**src/hdl/cwdt_defs.svh**
```systemverilog
`ifndef CWDT_DEFS_SVH
`define CWDT_DEFS_SVH

// Byte addresses of the registers on the AXI4-Lite port.
`define CWDT_ADDR_W 8
`define CWDT_OFF_CTRL 8'h00
`define CWDT_OFF_SERVICE 8'h04
`define CWDT_OFF_IRQ_STAT 8'h08
`define CWDT_OFF_IRQ_CLR 8'h0C
`define CWDT_OFF_IRQ_EN 8'h10
`define CWDT_OFF_COUNT 8'h14

// Control register field positions.
`define CWDT_BIT_ENABLE 7
`define CWDT_BIT_SELECT 6
`define CWDT_BIT_TERM_EN 2
`define CWDT_BIT_TERM_FLAG 1
`define CWDT_BIT_IRQ_FLAG 0
`define CWDT_CTRL_RESET 8'h00

// Service unlock pattern.
`define CWDT_SVC_FIRST 8'h55
`define CWDT_SVC_SECOND 8'hAA

// Time-out exponents for period codes 7 down to 0, five bits each.
`define CWDT_PERIOD_EXPS 40'hFEEF37B569

// Interrupt status bit positions.
`define CWDT_EV_TIMEOUT 0
`define CWDT_EV_TERM 1
`define CWDT_EV_N 2

`define CWDT_RESP_OKAY 2'h0
`define CWDT_RESP_SLVERR 2'h2

`endif

```
**src/hdl/cwdt_pkg.sv**
```systemverilog
package cwdt_pkg;

  typedef struct packed {
    logic wd_enable_bit;
    logic timeout_action_select;
    logic [2:0] timeout_period_field;
    logic bus_terminate_enable;
    logic bus_terminate_occurred;
    logic timeout_irq_flag;
  } cwdt_ctrl_s;

  // Gray-coded along run -> first expiry -> acknowledged -> terminated.
  typedef enum logic [1:0] {
    CWDT_RUN = 2'h0,
    CWDT_FIRST = 2'h1,
    CWDT_ACKED = 2'h3,
    CWDT_TERMED = 2'h2
  } cwdt_stage_e;

  typedef enum logic {
    CWDT_SVC_IDLE = 1'b0,
    CWDT_SVC_ARMED = 1'b1
  } cwdt_svc_e;

  typedef logic [31:0] cwdt_count_t;

endpackage

```
**src/hdl/cwdt_top.sv**
```systemverilog
// Local design decisions: the register addresses and the AXI4-Lite register port.
`timescale 1ns/1ns
`default_nettype none
`include "cwdt_defs.svh"
// Overview of operation
// - Watchdog counts only while enable bit 7 is set; disabled after reset.
// - Unserviced enabled watchdog times out and raises interrupt request to the core.
// - Select bit 6 at 0 sends time-out to interrupt; 1 is reserved.
// - With terminate enabled, second unacknowledged time-out pulses transfer acknowledge.
// - Own transfer acknowledge sets the terminate-occurred flag.
// - Other activity between the two service writes does not break servicing.
// - Count is compared against the current period field every cycle.
// - Control register always readable; while time-out pending, writes only clear the flags.
// - Reset clears the period field to shortest time-out, watchdog disabled.
// - Period codes 000, 001, 010 select 2^9, 2^11, 2^13 clocks.
// - Codes 011 to 111 select 2^15, 2^19, 2^23, 2^27, 2^31 clocks.
// - Terminate flag and interrupt flag clear only by writing 1.
// - Service writes after a time-out never withdraw the interrupt.
module cwdt_top
  import cwdt_pkg::*;
#(
  parameter logic [39:0] PERIOD_EXPS = `CWDT_PERIOD_EXPS
) (
  input wire logic SYS_CLK,
  input wire logic RST_N,
  input wire logic [7:0] S_AXI_AWADDR,
  input wire logic S_AXI_AWVALID,
  output logic S_AXI_AWREADY,
  input wire logic [31:0] S_AXI_WDATA,
  input wire logic [3:0] S_AXI_WSTRB,
  input wire logic S_AXI_WVALID,
  output logic S_AXI_WREADY,
  output logic [1:0] S_AXI_BRESP,
  output logic S_AXI_BVALID,
  input wire logic S_AXI_BREADY,
  input wire logic [7:0] S_AXI_ARADDR,
  input wire logic S_AXI_ARVALID,
  output logic S_AXI_ARREADY,
  output logic [31:0] S_AXI_RDATA,
  output logic [1:0] S_AXI_RRESP,
  output logic S_AXI_RVALID,
  input wire logic S_AXI_RREADY,
  input wire logic IRQ_ACK,
  output logic WD_IRQ_REQ,
  output logic TRANSFER_ACKNOWLEDGE,
  output logic IRQ
);

  // Bus write and read sides.
  logic aw_hold_r, w_hold_r, bvalid_r, awready_r, wready_r;
  logic [7:0] awaddr_r;
  logic [31:0] wdata_r;
  logic [3:0] wstrb_r;
  logic [1:0] bresp_r;
  logic arready_r, rvalid_r;
  logic [31:0] rdata_r;
  logic [1:0] rresp_r;

  cwdt_ctrl_s ctrl_r;
  cwdt_stage_e stage_r, stage_nxt;
  cwdt_svc_e svc_r, svc_nxt;
  cwdt_count_t cnt_r, cnt_nxt;
  logic [`CWDT_EV_N-1:0] stat_r, stat_nxt, irq_en_r;
  logic ta_r, irq_r;

  wire aw_take = S_AXI_AWVALID & awready_r;
  wire w_take = S_AXI_WVALID & wready_r;
  wire wr_do = aw_hold_r & w_hold_r & ~bvalid_r;
  wire ar_take = S_AXI_ARVALID & arready_r;
  wire aw_hold_nxt = (aw_hold_r | aw_take) & ~wr_do;
  wire w_hold_nxt = (w_hold_r | w_take) & ~wr_do;
  wire bvalid_nxt = wr_do | (bvalid_r & ~S_AXI_BREADY);
  wire rvalid_nxt = ar_take | (rvalid_r & ~S_AXI_RREADY);

  wire wr_ctrl = wr_do & (awaddr_r == `CWDT_OFF_CTRL) & wstrb_r[0];
  wire wr_svc = wr_do & (awaddr_r == `CWDT_OFF_SERVICE) & wstrb_r[0];
  wire wr_clr = wr_do & (awaddr_r == `CWDT_OFF_IRQ_CLR) & wstrb_r[0];
  wire wr_en = wr_do & (awaddr_r == `CWDT_OFF_IRQ_EN) & wstrb_r[0];
  wire wr_hit = (awaddr_r == `CWDT_OFF_CTRL) | (awaddr_r == `CWDT_OFF_SERVICE) |
                (awaddr_r == `CWDT_OFF_IRQ_CLR) | (awaddr_r == `CWDT_OFF_IRQ_EN);
  wire [7:0] wbyte = wdata_r[7:0];

  // Service unlock: stray values leave the armed state alone so that
  // unrelated accesses between the two writes do not break servicing.
  wire svc_first = wr_svc & (wbyte == `CWDT_SVC_FIRST);
  wire svc_done = wr_svc & (wbyte == `CWDT_SVC_SECOND) & (svc_r == CWDT_SVC_ARMED);
  assign svc_nxt = svc_done ? CWDT_SVC_IDLE :
                   svc_first ? CWDT_SVC_ARMED : svc_r;

  // Period lookup is live, so a new period field is used on the next compare.
  wire [4:0] period_exp = PERIOD_EXPS[5*ctrl_r.timeout_period_field +: 5];
  wire cwdt_count_t period_last = (cwdt_count_t'(1) << period_exp) - cwdt_count_t'(1);
  wire running = ctrl_r.wd_enable_bit;
  wire expire = running & (cnt_r >= period_last);
  assign cnt_nxt = (svc_done | expire) ? '0 :
                   running ? cnt_r + cwdt_count_t'(1) : cnt_r;

  wire pending = (stage_r != CWDT_RUN);
  wire first_to = expire & (stage_r == CWDT_RUN);
  wire term_fire = expire & (stage_r == CWDT_FIRST) & ~IRQ_ACK &
                   ctrl_r.bus_terminate_enable;
  wire irq_clr = wr_ctrl & wbyte[`CWDT_BIT_IRQ_FLAG];
  wire term_clr = wr_ctrl & wbyte[`CWDT_BIT_TERM_FLAG];

  // The stage returns to run only once the flag is really cleared, so a
  // service write after the time-out cannot withdraw the request.
  always_comb begin
    stage_nxt = stage_r;
    case (stage_r)
      CWDT_RUN: if (first_to) stage_nxt = CWDT_FIRST;
      CWDT_FIRST: begin
        if (irq_clr) stage_nxt = CWDT_RUN;
        else if (IRQ_ACK) stage_nxt = CWDT_ACKED;
        else if (term_fire) stage_nxt = CWDT_TERMED;
      end
      CWDT_ACKED, CWDT_TERMED: if (irq_clr) stage_nxt = CWDT_RUN;
      default: stage_nxt = CWDT_RUN;
    endcase
  end

  wire [`CWDT_EV_N-1:0] ev_set = {term_fire, first_to};
  assign stat_nxt = (stat_r & ~(wr_clr ? wbyte[`CWDT_EV_N-1:0] : '0)) | ev_set;

  // Sticky flags: a new event in the clearing cycle wins over the clear.
  wire irq_flag_nxt = first_to | (ctrl_r.timeout_irq_flag & ~irq_clr);
  wire term_flag_nxt = term_fire | (ctrl_r.bus_terminate_occurred & ~term_clr);

  always_ff @(posedge SYS_CLK) begin
    if (!RST_N) begin
      ctrl_r <= cwdt_ctrl_s'(`CWDT_CTRL_RESET);
    end else begin
      ctrl_r.timeout_irq_flag <= irq_flag_nxt;
      ctrl_r.bus_terminate_occurred <= term_flag_nxt;
      if (wr_ctrl && !pending) begin
        ctrl_r.wd_enable_bit <= wbyte[`CWDT_BIT_ENABLE];
        // Time-outs can only be routed to the interrupt; the reserved setting is kept 0.
        ctrl_r.timeout_action_select <= 1'b0;
        ctrl_r.timeout_period_field <= wbyte[5:3];
        ctrl_r.bus_terminate_enable <= wbyte[`CWDT_BIT_TERM_EN];
      end
    end
  end

  always_ff @(posedge SYS_CLK) begin
    if (!RST_N) begin
      stage_r <= CWDT_RUN;
      svc_r <= CWDT_SVC_IDLE;
      cnt_r <= '0;
      stat_r <= '0;
      irq_en_r <= '0;
      ta_r <= 1'b0;
      irq_r <= 1'b0;
    end else begin
      stage_r <= stage_nxt;
      svc_r <= svc_nxt;
      cnt_r <= cnt_nxt;
      stat_r <= stat_nxt;
      if (wr_en) irq_en_r <= wbyte[`CWDT_EV_N-1:0];
      ta_r <= term_fire;
      irq_r <= |(stat_nxt & irq_en_r);
    end
  end

  // Bus handshake registers.
  always_ff @(posedge SYS_CLK) begin
    if (!RST_N) begin
      aw_hold_r <= 1'b0;
      w_hold_r <= 1'b0;
      awready_r <= 1'b0;
      wready_r <= 1'b0;
      bvalid_r <= 1'b0;
      arready_r <= 1'b0;
      rvalid_r <= 1'b0;
    end else begin
      aw_hold_r <= aw_hold_nxt;
      w_hold_r <= w_hold_nxt;
      awready_r <= ~aw_hold_nxt & ~bvalid_nxt;
      wready_r <= ~w_hold_nxt & ~bvalid_nxt;
      bvalid_r <= bvalid_nxt;
      arready_r <= ~rvalid_nxt;
      rvalid_r <= rvalid_nxt;
    end
  end

  wire [31:0] rd_mux =
    (S_AXI_ARADDR == `CWDT_OFF_CTRL) ? {24'h000000, ctrl_r} :
    (S_AXI_ARADDR == `CWDT_OFF_IRQ_STAT) ? {30'h0000000, stat_r} :
    (S_AXI_ARADDR == `CWDT_OFF_IRQ_EN) ? {30'h0000000, irq_en_r} :
    (S_AXI_ARADDR == `CWDT_OFF_COUNT) ? cnt_r : 32'h00000000;
  wire rd_hit = (S_AXI_ARADDR == `CWDT_OFF_CTRL) | (S_AXI_ARADDR == `CWDT_OFF_IRQ_STAT) |
                (S_AXI_ARADDR == `CWDT_OFF_IRQ_EN) | (S_AXI_ARADDR == `CWDT_OFF_COUNT) |
                (S_AXI_ARADDR == `CWDT_OFF_SERVICE) | (S_AXI_ARADDR == `CWDT_OFF_IRQ_CLR);

  always_ff @(posedge SYS_CLK) begin
    if (aw_take) awaddr_r <= S_AXI_AWADDR;
    if (w_take) wdata_r <= S_AXI_WDATA;
    if (w_take) wstrb_r <= S_AXI_WSTRB;
    if (!RST_N) bresp_r <= `CWDT_RESP_OKAY;
    else if (wr_do) bresp_r <= wr_hit ? `CWDT_RESP_OKAY : `CWDT_RESP_SLVERR;
    if (!RST_N) rdata_r <= 32'h00000000;
    else if (ar_take) rdata_r <= rd_mux;
    if (!RST_N) rresp_r <= `CWDT_RESP_OKAY;
    else if (ar_take) rresp_r <= rd_hit ? `CWDT_RESP_OKAY : `CWDT_RESP_SLVERR;
  end

  assign S_AXI_AWREADY = awready_r;
  assign S_AXI_WREADY = wready_r;
  assign S_AXI_BVALID = bvalid_r;
  assign S_AXI_BRESP = bresp_r;
  assign S_AXI_ARREADY = arready_r;
  assign S_AXI_RVALID = rvalid_r;
  assign S_AXI_RDATA = rdata_r;
  assign S_AXI_RRESP = rresp_r;
  assign WD_IRQ_REQ = ctrl_r.timeout_irq_flag;
  assign TRANSFER_ACKNOWLEDGE = ta_r;
  assign IRQ = irq_r;

  a_disabled_frozen: assert property (@(posedge SYS_CLK) disable iff (!RST_N)
    !ctrl_r.wd_enable_bit && !svc_done |=> $stable(cnt_r))
    else $error("Count moved while disabled.");
  a_timeout_raises: assert property (@(posedge SYS_CLK) disable iff (!RST_N)
    first_to |=> WD_IRQ_REQ && cnt_r == 32'h00000000)
    else $error("Time-out did not raise the request.");
  a_select_zero: assert property (@(posedge SYS_CLK) disable iff (!RST_N)
    ##1 !ctrl_r.timeout_action_select)
    else $error("Reserved select bit became set.");
  a_term_pulse: assert property (@(posedge SYS_CLK) disable iff (!RST_N)
    term_fire |=> TRANSFER_ACKNOWLEDGE ##1 !TRANSFER_ACKNOWLEDGE)
    else $error("Transfer acknowledge not a single pulse.");
  a_term_flag: assert property (@(posedge SYS_CLK) disable iff (!RST_N)
    TRANSFER_ACKNOWLEDGE |-> ctrl_r.bus_terminate_occurred)
    else $error("Terminate flag missing after acknowledge.");
  a_service_restart: assert property (@(posedge SYS_CLK) disable iff (!RST_N)
    svc_done |=> cnt_r == 32'h00000000 && svc_r == CWDT_SVC_IDLE)
    else $error("Service pair did not restart the count.");
  a_pending_locked: assert property (@(posedge SYS_CLK) disable iff (!RST_N)
    pending && wr_ctrl |=> $stable(ctrl_r.timeout_period_field) &&
    $stable(ctrl_r.wd_enable_bit))
    else $error("Control changed while pending.");
  a_irq_holds: assert property (@(posedge SYS_CLK) disable iff (!RST_N)
    WD_IRQ_REQ && !irq_clr |=> WD_IRQ_REQ)
    else $error("Request dropped without a flag clear.");
  a_no_lone_restart: assert property (@(posedge SYS_CLK) disable iff (!RST_N)
    wr_svc && wbyte != `CWDT_SVC_SECOND && running && !expire |=> cnt_r == $past(cnt_r) + 1)
    else $error("Count restarted without the pair.");

  // Reset, counting and servicing behaviour.
  a_reset_clear: assert property (@(posedge SYS_CLK)
    !RST_N |=> !ctrl_r.wd_enable_bit && ctrl_r.timeout_period_field == 3'h0)
    else $error("Control not cleared by reset.");
  a_enable_counts: assert property (@(posedge SYS_CLK) disable iff (!RST_N)
    ctrl_r.wd_enable_bit && !svc_done && !expire |=> cnt_r == $past(cnt_r) + 1)
    else $error("Count stalled while enabled.");
  a_expire_wraps: assert property (@(posedge SYS_CLK) disable iff (!RST_N)
    expire |=> cnt_r == 32'h00000000)
    else $error("Count not restarted at expiry.");
  a_disabled_no_irq: assert property (@(posedge SYS_CLK) disable iff (!RST_N)
    !ctrl_r.wd_enable_bit && !WD_IRQ_REQ |=> !WD_IRQ_REQ)
    else $error("Request raised while disabled.");
  a_irq_from_expiry: assert property (@(posedge SYS_CLK) disable iff (!RST_N)
    $rose(WD_IRQ_REQ) |-> $past(expire))
    else $error("Request raised without an expiry.");
  a_period_applied: assert property (@(posedge SYS_CLK) disable iff (!RST_N)
    !pending && wr_ctrl |=> ctrl_r.timeout_period_field == $past(wbyte[5:3]))
    else $error("Control write not applied while idle.");
  a_armed_kept: assert property (@(posedge SYS_CLK) disable iff (!RST_N)
    svc_r == CWDT_SVC_ARMED && wr_svc && wbyte != `CWDT_SVC_FIRST &&
    wbyte != `CWDT_SVC_SECOND |=> svc_r == CWDT_SVC_ARMED)
    else $error("Stray service write broke the pair.");

  // Termination and sticky flag behaviour.
  a_ta_needs_enable: assert property (@(posedge SYS_CLK) disable iff (!RST_N)
    TRANSFER_ACKNOWLEDGE |-> $past(ctrl_r.bus_terminate_enable) && $past(expire))
    else $error("Acknowledge without enable or expiry.");
  a_ack_blocks_ta: assert property (@(posedge SYS_CLK) disable iff (!RST_N)
    IRQ_ACK |=> !TRANSFER_ACKNOWLEDGE)
    else $error("Acknowledge followed an interrupt acknowledge.");
  a_term_sets_flags: assert property (@(posedge SYS_CLK) disable iff (!RST_N)
    term_fire |=> ctrl_r.bus_terminate_occurred && stat_r[`CWDT_EV_TERM])
    else $error("Termination flags not set.");
  a_irq_flag_clear: assert property (@(posedge SYS_CLK) disable iff (!RST_N)
    $fell(WD_IRQ_REQ) |-> $past(irq_clr))
    else $error("Interrupt flag fell without a clear.");
  a_term_flag_clear: assert property (@(posedge SYS_CLK) disable iff (!RST_N)
    $fell(ctrl_r.bus_terminate_occurred) |-> $past(term_clr))
    else $error("Terminate flag fell without a clear.");
  a_irq_line_level: assert property (@(posedge SYS_CLK) disable iff (!RST_N)
    (|(stat_r & irq_en_r)) && $stable(irq_en_r) |-> IRQ)
    else $error("Interrupt line low with an enabled event.");

  // Bus handshake outputs.
  a_bvalid_holds: assert property (@(posedge SYS_CLK) disable iff (!RST_N)
    S_AXI_BVALID && !S_AXI_BREADY |=> S_AXI_BVALID && $stable(S_AXI_BRESP))
    else $error("Write response dropped early.");
  a_rvalid_holds: assert property (@(posedge SYS_CLK) disable iff (!RST_N)
    S_AXI_RVALID && !S_AXI_RREADY |=> S_AXI_RVALID && $stable(S_AXI_RDATA))
    else $error("Read response dropped early.");
  a_write_refused: assert property (@(posedge SYS_CLK) disable iff (!RST_N)
    S_AXI_BVALID |-> !S_AXI_AWREADY && !S_AXI_WREADY)
    else $error("Write channel ready while response pending.");
  a_read_refused: assert property (@(posedge SYS_CLK) disable iff (!RST_N)
    S_AXI_RVALID |-> !S_AXI_ARREADY)
    else $error("Read address ready while data pending.");

endmodule
`default_nettype wire

```
**config.mk**
```make
export PLATFORM = sky130hd
export DESIGN_NAME = cwdt_top
export DESIGN_NICKNAME = d
export VERILOG_FILES = /design/src/hdl/cwdt_pkg.sv /design/src/hdl/cwdt_top.sv
export VERILOG_INCLUDE_DIRS = /design/src /design/src/hdl
export SDC_FILE = /design/constraint.sdc
export NUM_CORES = 1
export LEC_CHECK = 0
export BUFFER_PORTS_ARGS = -buffer_cell sky130_fd_sc_hd__buf_4
export CAP_MARGIN = 20
export CORE_UTILIZATION = 55
export CTS_CLUSTER_DIAMETER = 60
export DETAILED_ROUTE_END_ITERATION = 8
export PLACE_DENSITY = 0.87
export SKIP_LAST_GASP = 1
export SLEW_MARGIN = 0
export SYNTH_ARGS = -nofsm -noshare
export SYNTH_HDL_FRONTEND = slang
export SYNTH_SLANG_ARGS = --single-unit
```
**constraint.sdc**
```tcl
create_clock -name SYS_CLK -period 2.7 [get_ports SYS_CLK]
set_input_delay 0.27 -clock SYS_CLK [delete_from_list [all_inputs] [get_ports SYS_CLK]]
set_output_delay 0.27 -clock SYS_CLK [all_outputs]
set_load 0.05 [all_outputs]
```
* After elaboration in Yosys (flattened, before gate mapping)
Cells that the tools add are included.
** Storage, ports and cells
- Flip-flop bits (word level) :: 108
- Latch bits :: 0
- Memory bits (writable) :: 0
- ROM bits :: 0
- Output and inout port bits :: 44
- Logic and storage cells :: 133
- Memories kept :: 0
** Cells by class
- $add $sub $neg :: 2
- $mul :: 1
- Divide/modulo/power cells :: 0
- Order comparisons :: 1
- Equal/unequal tests :: 16
- Shift-type cells :: 2
- Mux-type cells :: 13
- Bitwise gates (word level) :: 62
- Reduce and logical (&&, ||, !) cells :: 11
** Operator list (count)
- $mux 32 :: 4
- $shiftx 40x7->5 const A :: 1
- $add 32x1->32 const B :: 1
- $ge 32x32->1 :: 1
- $shl 1x5->32 const A :: 1
- $sub 32x1->32 const B :: 1
- $and 1x1->1 :: 31
- $eq 8x4->1 const B :: 3
- $eq 8x5->1 const B :: 3
- $eq 8x3->1 const B :: 2
- $logic_not 8->1 :: 2
- $mux 2 :: 8
- $or 1x1->1 :: 15
- $not 1->1 :: 12
- $eq 8x7->1 const B :: 1
- $eq 8x8->1 const B :: 1
- $reduce_or 2->1 :: 4
- $mul 3x3->6 const A :: 1
- $pmux 2 s3 :: 1
- $and 2x2->2 :: 2
- $eq 2x2->1 const B :: 2
- $ne 2x2->1 const B :: 2
- $ne 4x4->1 const B :: 1
- $reduce_and 3->1 :: 1
- 7 further kinds :: 7

* Longest topological paths before layout
- Depth in word-level cells :: 13
- Gate-level depth with buffers :: 12

* Worst setup path before layout
OpenSTA, ideal clock, no wires.
- Path type :: register to register
- Start :: register ctrl_r[5] (netlist bit)
- End :: register cnt_r[30]
- Setup time :: 0.070 ns
- Arrival :: 2.416 ns
- Data required time :: 2.630 ns
- Setup slack :: 0.214 ns
- Stages on the path, launching flop included :: 12
- Cells stage by stage :: dfxtp_1 clkbuf_1 nand3_1 ha_1 a21oi_1 nand2_1 a221oi_1 a21boi_2 or3_1 buf_6 buf_8 a21oi_1
** Between the ends
- Longest elaborated chain between the ends :: 8
** RTL lines
- start, declared :: line cwdt_top.sv:59 : cwdt_ctrl_s ctrl_r;
- start signal, assigned :: line cwdt_top.sv:130 : ctrl_r <= cwdt_ctrl_s'(`CWDT_CTRL_RESET);
- $mul 3x3->6 :: line cwdt_top.sv:91 : wire [4:0] period_exp = PERIOD_EXPS[5*ctrl_r.timeout_period_field +: 5];
- $shiftx 40x7->5 :: line cwdt_top.sv:91
- $shl 1x5->32 :: line cwdt_top.sv:92 : wire cwdt_count_t period_last = (cwdt_count_t'(1) << period_exp) - cwdt_count_t'(1);
- $sub 32x1->32 :: line cwdt_top.sv:92
- $ge 32x32->1 :: line cwdt_top.sv:94 : wire expire = running & (cnt_r >= period_last);
- $and 1x1->1 :: line cwdt_top.sv:94
- $or 1x1->1 :: line cwdt_top.sv:95 : assign cnt_nxt = (svc_done | expire) ? '0 :
- $reduce_or 2->1 (no source line)
- end signal, assigned :: line cwdt_top.sv:156 : cnt_r <= cnt_nxt;
- end, declared :: line cwdt_top.sv:62 : cwdt_count_t cnt_r, cnt_nxt;
Every way passes these cells.
A chain may end at the register's enable or synchronous reset.

* Final worst setup path
- Start :: register ctrl_r[4] (netlist bit)
- End :: register cnt_r[28]
The elaborated chain is that of the path after synthesis.

==> out/metrics.yaml <==
detailed_routing:
  wl_per_cell_um: 14.58
  post_route_drc: 0
  routed-via-count: 4141
  initialDrtViolationCount: 181
  drtAntennaViolNets: 0
  firstDrtPassIters: 4
  drt-total-wl_um: 10760
  vias_per_cell: 5.611
yosys:
  post_syn_area_mm2: 0.004903
  flip_flop_and_latch_count_after_synthesis: 106
  yosysSeqAreaShare: 0.4675
  synth-main-ff-cell: "dfxtp_1"
  post_synth_inst_count: 548
  yosys_warnings: 0
  postSynthAreaPerCell_um2: 8.948
  share_of_synthesized_registers_carrying_an_async_set_or_reset: 0
  synth-edff-count: 17
  yosysUniqueCellTypes: 52
setup_path:
  critical_path.endpoint_type: "flip-flop"
  cpPeakStageDelay_ps: 420
  cells_along_the_critical_path: "o21ai_1 -> or2_2 -> ha_1 -> a21oi_1 -> o21ai_0 -> a221oi_2 -> a21boi_2 -> or3_1 -> buf_12 -> a21oi_1"
  crit_cells: 10
  r2r.worst_path.cells: 10
  worst_setup_path_start_kind: "flip-flop"
  slowest_stage: "or3_1"
  critical_path_arrival_ps: 2840
  cpMostUsedCell: "a21oi_1"
  critPathTopFamily: "compound AO/OA/AOI/OAI gates"
  cp_num_buf_inv: 1
  worstPathRequired_ps: 3020
  path_class: "reg2reg"
  worst-path-max-fanout: 32
cells_and_area:
  n_fill_cell: 675
  antenna-diode-count: 0
  area_growth_syn_to_layout_pct: 18.27
  layout.cells.most_common_list: "dfxtp_1 (89), buf_4 (87), nand2_1 (68)"
  nNetsFinal: 715
  multiInputGateArea_mm2: 0.002447
  post_route_cells_drive_above_1_share: 0.1952
  register_area_mm2: 0.002292
  layout_commonest_cell: "dfxtp_1"
power_and_ir_drop:
  power_per_cell_area_mw_per_mm2: 487.8
  power.ir.vdd_worst_mv: 0.4330
  report.power.total_mw: 2.829
  static-leakage-power_nw: 2.315
clocking:
  tritoncts: "built"
  number_of_sinks_handled_by_clock_tree_synthesis: 106
  clockBufferDepth: 2
  numCtsBuffers: 9
  clk_root_buffer_cell: "clkbuf_8"
  clk_transition_reported_paths_ps: 120
  insertion_delay_ps: 390
  post_cts_hold_buffer_count: 0
  htree_num_levels: 3
global_routing:
  first_pass_grt_wire_length_um: 17800
  track_usage: 0.2476
  grt_max_degree: 33
  grt_pass1_vias: 3956
  grt-ovfl-total: 0
  antenna_found_initial: 0
floorplanning:
  io_pins: 104
  design.die.area_mm2: 0.009297
  start_util: 0.5650
  die_w_um: 96.42
  floorplan.core_area_mm2: 0.008678
  core.rowCount: 34
  die-height_um: 96.42
timing:
  slew_at_the_pin_closest_to_its_max_slew_limit_ps: 595.8
  hold_ws_ps: 48.69
  post-route-period-util: 0.9330
  timing.fmax_mhz: 397.0
  setup_viol: 0
  min_period_ps: 2519
  grt_setup_unrepaired: "yes"
  maxSlewHeadroom: 0.6028
  timing.final.max_slew_violations: 0
  hold_violations: 0
  fin_worst_skew_ps: 15.48
status:
  outcome: "finished clean"
hold_path:
  whs_path_depth: 1
  worstHoldPathType: "in2reg"
place:
  routability_congestion_estimate_from_global_placement: 0.8284
  port_buffers: 74
  post-dp-hpwl_um: 7950
flow_run:
  drv_cap: 0
[what timing repair did]
item | in CTS | in global routing
setup endpoints to repair | 0 | 40
gates resized for setup | 0 | 6
buffers inserted | 0 | 0
[registers in the layout (all words and copies together), names as in the netlist, 2 cells and up]
register / flops
stage_r: 2
cnt_r: 32
ctrl_r: 5
awaddr_r: 8
stat_r: 2
wdata_r: 8
irq_en_r: 2
S_AXI_RDATA: 32
[power by group]
part	internal, mW	leakage (nW)	switching (mW)	total, mW
registers	1.63	0.876	0.0173	1.65
clock network	0.369	0.102	0.608	0.977
logic	0.0721	1.34	0.131	0.203
[stage by stage]
step / setup TNS, ps / utilization / instances / worst slack [ps] / cell area [um^2]
after floorplan: 0 / - / 552 / 214.4 / 4918
after global placement: 0 / 0.6420 / 722 / 111.9 / 5572
after detailed placement: 0 / 0.6420 / 722 / 65.69 / 5572
after CTS: 0 / 0.6654 / 738 / 35.69 / 5774
after global routing: -86.29 / 0.6683 / 738 / -51.08 / 5799
final: 0 / 0.6683 / 738 / 181.0 / 5799
[worst reg2reg max path: cells and delay by family, from the launching register on]
| family | cells | cell delay [ps] |
|---|---|---|
| AO/OA/AOI/OAI | 6 | 890 |
| adder cells (fa/ha/maj) | 1 | 300 |
| buffers and inverters | 1 | 190 |
| flip-flops | 1 | 370 |
| AND/OR/NAND/NOR | 2 | 720 |
[per-layer routing]
| layer | vias to the layer above | global-route usage | part of all wire |
|---|---|---|---|
| met5 | - | 0 | 0 |
| met4 | 0 | 0.09314 | 0.023 |
| met3 | 23 | 0.06416 | 0.046 |
| met2 | 110 | 0.4450 | 0.52 |
| met1 | 1944 | 0.2809 | 0.41 |
| li1 | 2064 | - | - |
[cells by family (layout without fill, tap and decap cells)]
| kind of cell | count (synthesis) | after routing | share of synthesized area |
|---|---|---|---|
| AND/OR/NAND/NOR | 237 | 237 | 0.2317 |
| multiplexers | 6 | 6 | 0.01225 |
| flip-flops | 106 | 106 | 0.4675 |
| buffers and inverters | 39 | 117 | 0.04261 |
| other | 2 | 6 | 0.001532 |
| AO/OA/AOI/OAI | 99 | 99 | 0.1161 |
| adder cells (fa/ha/maj) | 30 | 30 | 0.07655 |
| XOR/XNOR | 29 | 29 | 0.05180 |
[final timing paths]
check,from,endpoint,slack (ps)
max,ctrl_r[4],cnt_r[28],180
min,S_AXI_AWADDR[6],awaddr_r[6],50
max reg2reg,ctrl_r[4],cnt_r[28],180
min reg2reg,S_AXI_RDATA[24],S_AXI_RDATA[24],460
[cell type report]
type | count | area share
well taps | 108 | 0.02330
repair buffers | 88 | 0.1161
flip-flops and latches | 106 | 0.3953
multi-input cells | 407 | 0.4220
clock inverters | 7 | 0.01359
inverters | 13 | 0.008414
clock buffers | 9 | 0.02136
[cells in the mapped netlist, drive strengths merged (2+ instances only)]
cell    instances  area share
and4            5      0.0089
conb            2      0.0015
a221oi          6       0.011
or2             4      0.0051
nand4b          2      0.0036
nor4            2      0.0026
and2            6      0.0077
a21oi          61       0.062
nand3          39       0.040
nand4          13       0.017
xor2           17       0.030
mux2i           6       0.012
and2b           4      0.0069
nand2          69       0.053
or4             2      0.0031
buf             8       0.017
nor2           62       0.051
o21a            2      0.0031
inv            13       0.010
and3            5      0.0066
xnor2          12       0.021
o21ai          16       0.016
edfxtp         17        0.10
o211ai          2      0.0031
or3             4      0.0051
clkbuf         18       0.016
dfxtp          89        0.36
ha             30       0.077
nor3           16       0.016
nand2b          2      0.0026
a211oi          2      0.0031
(Power assumes the default switching activity.)
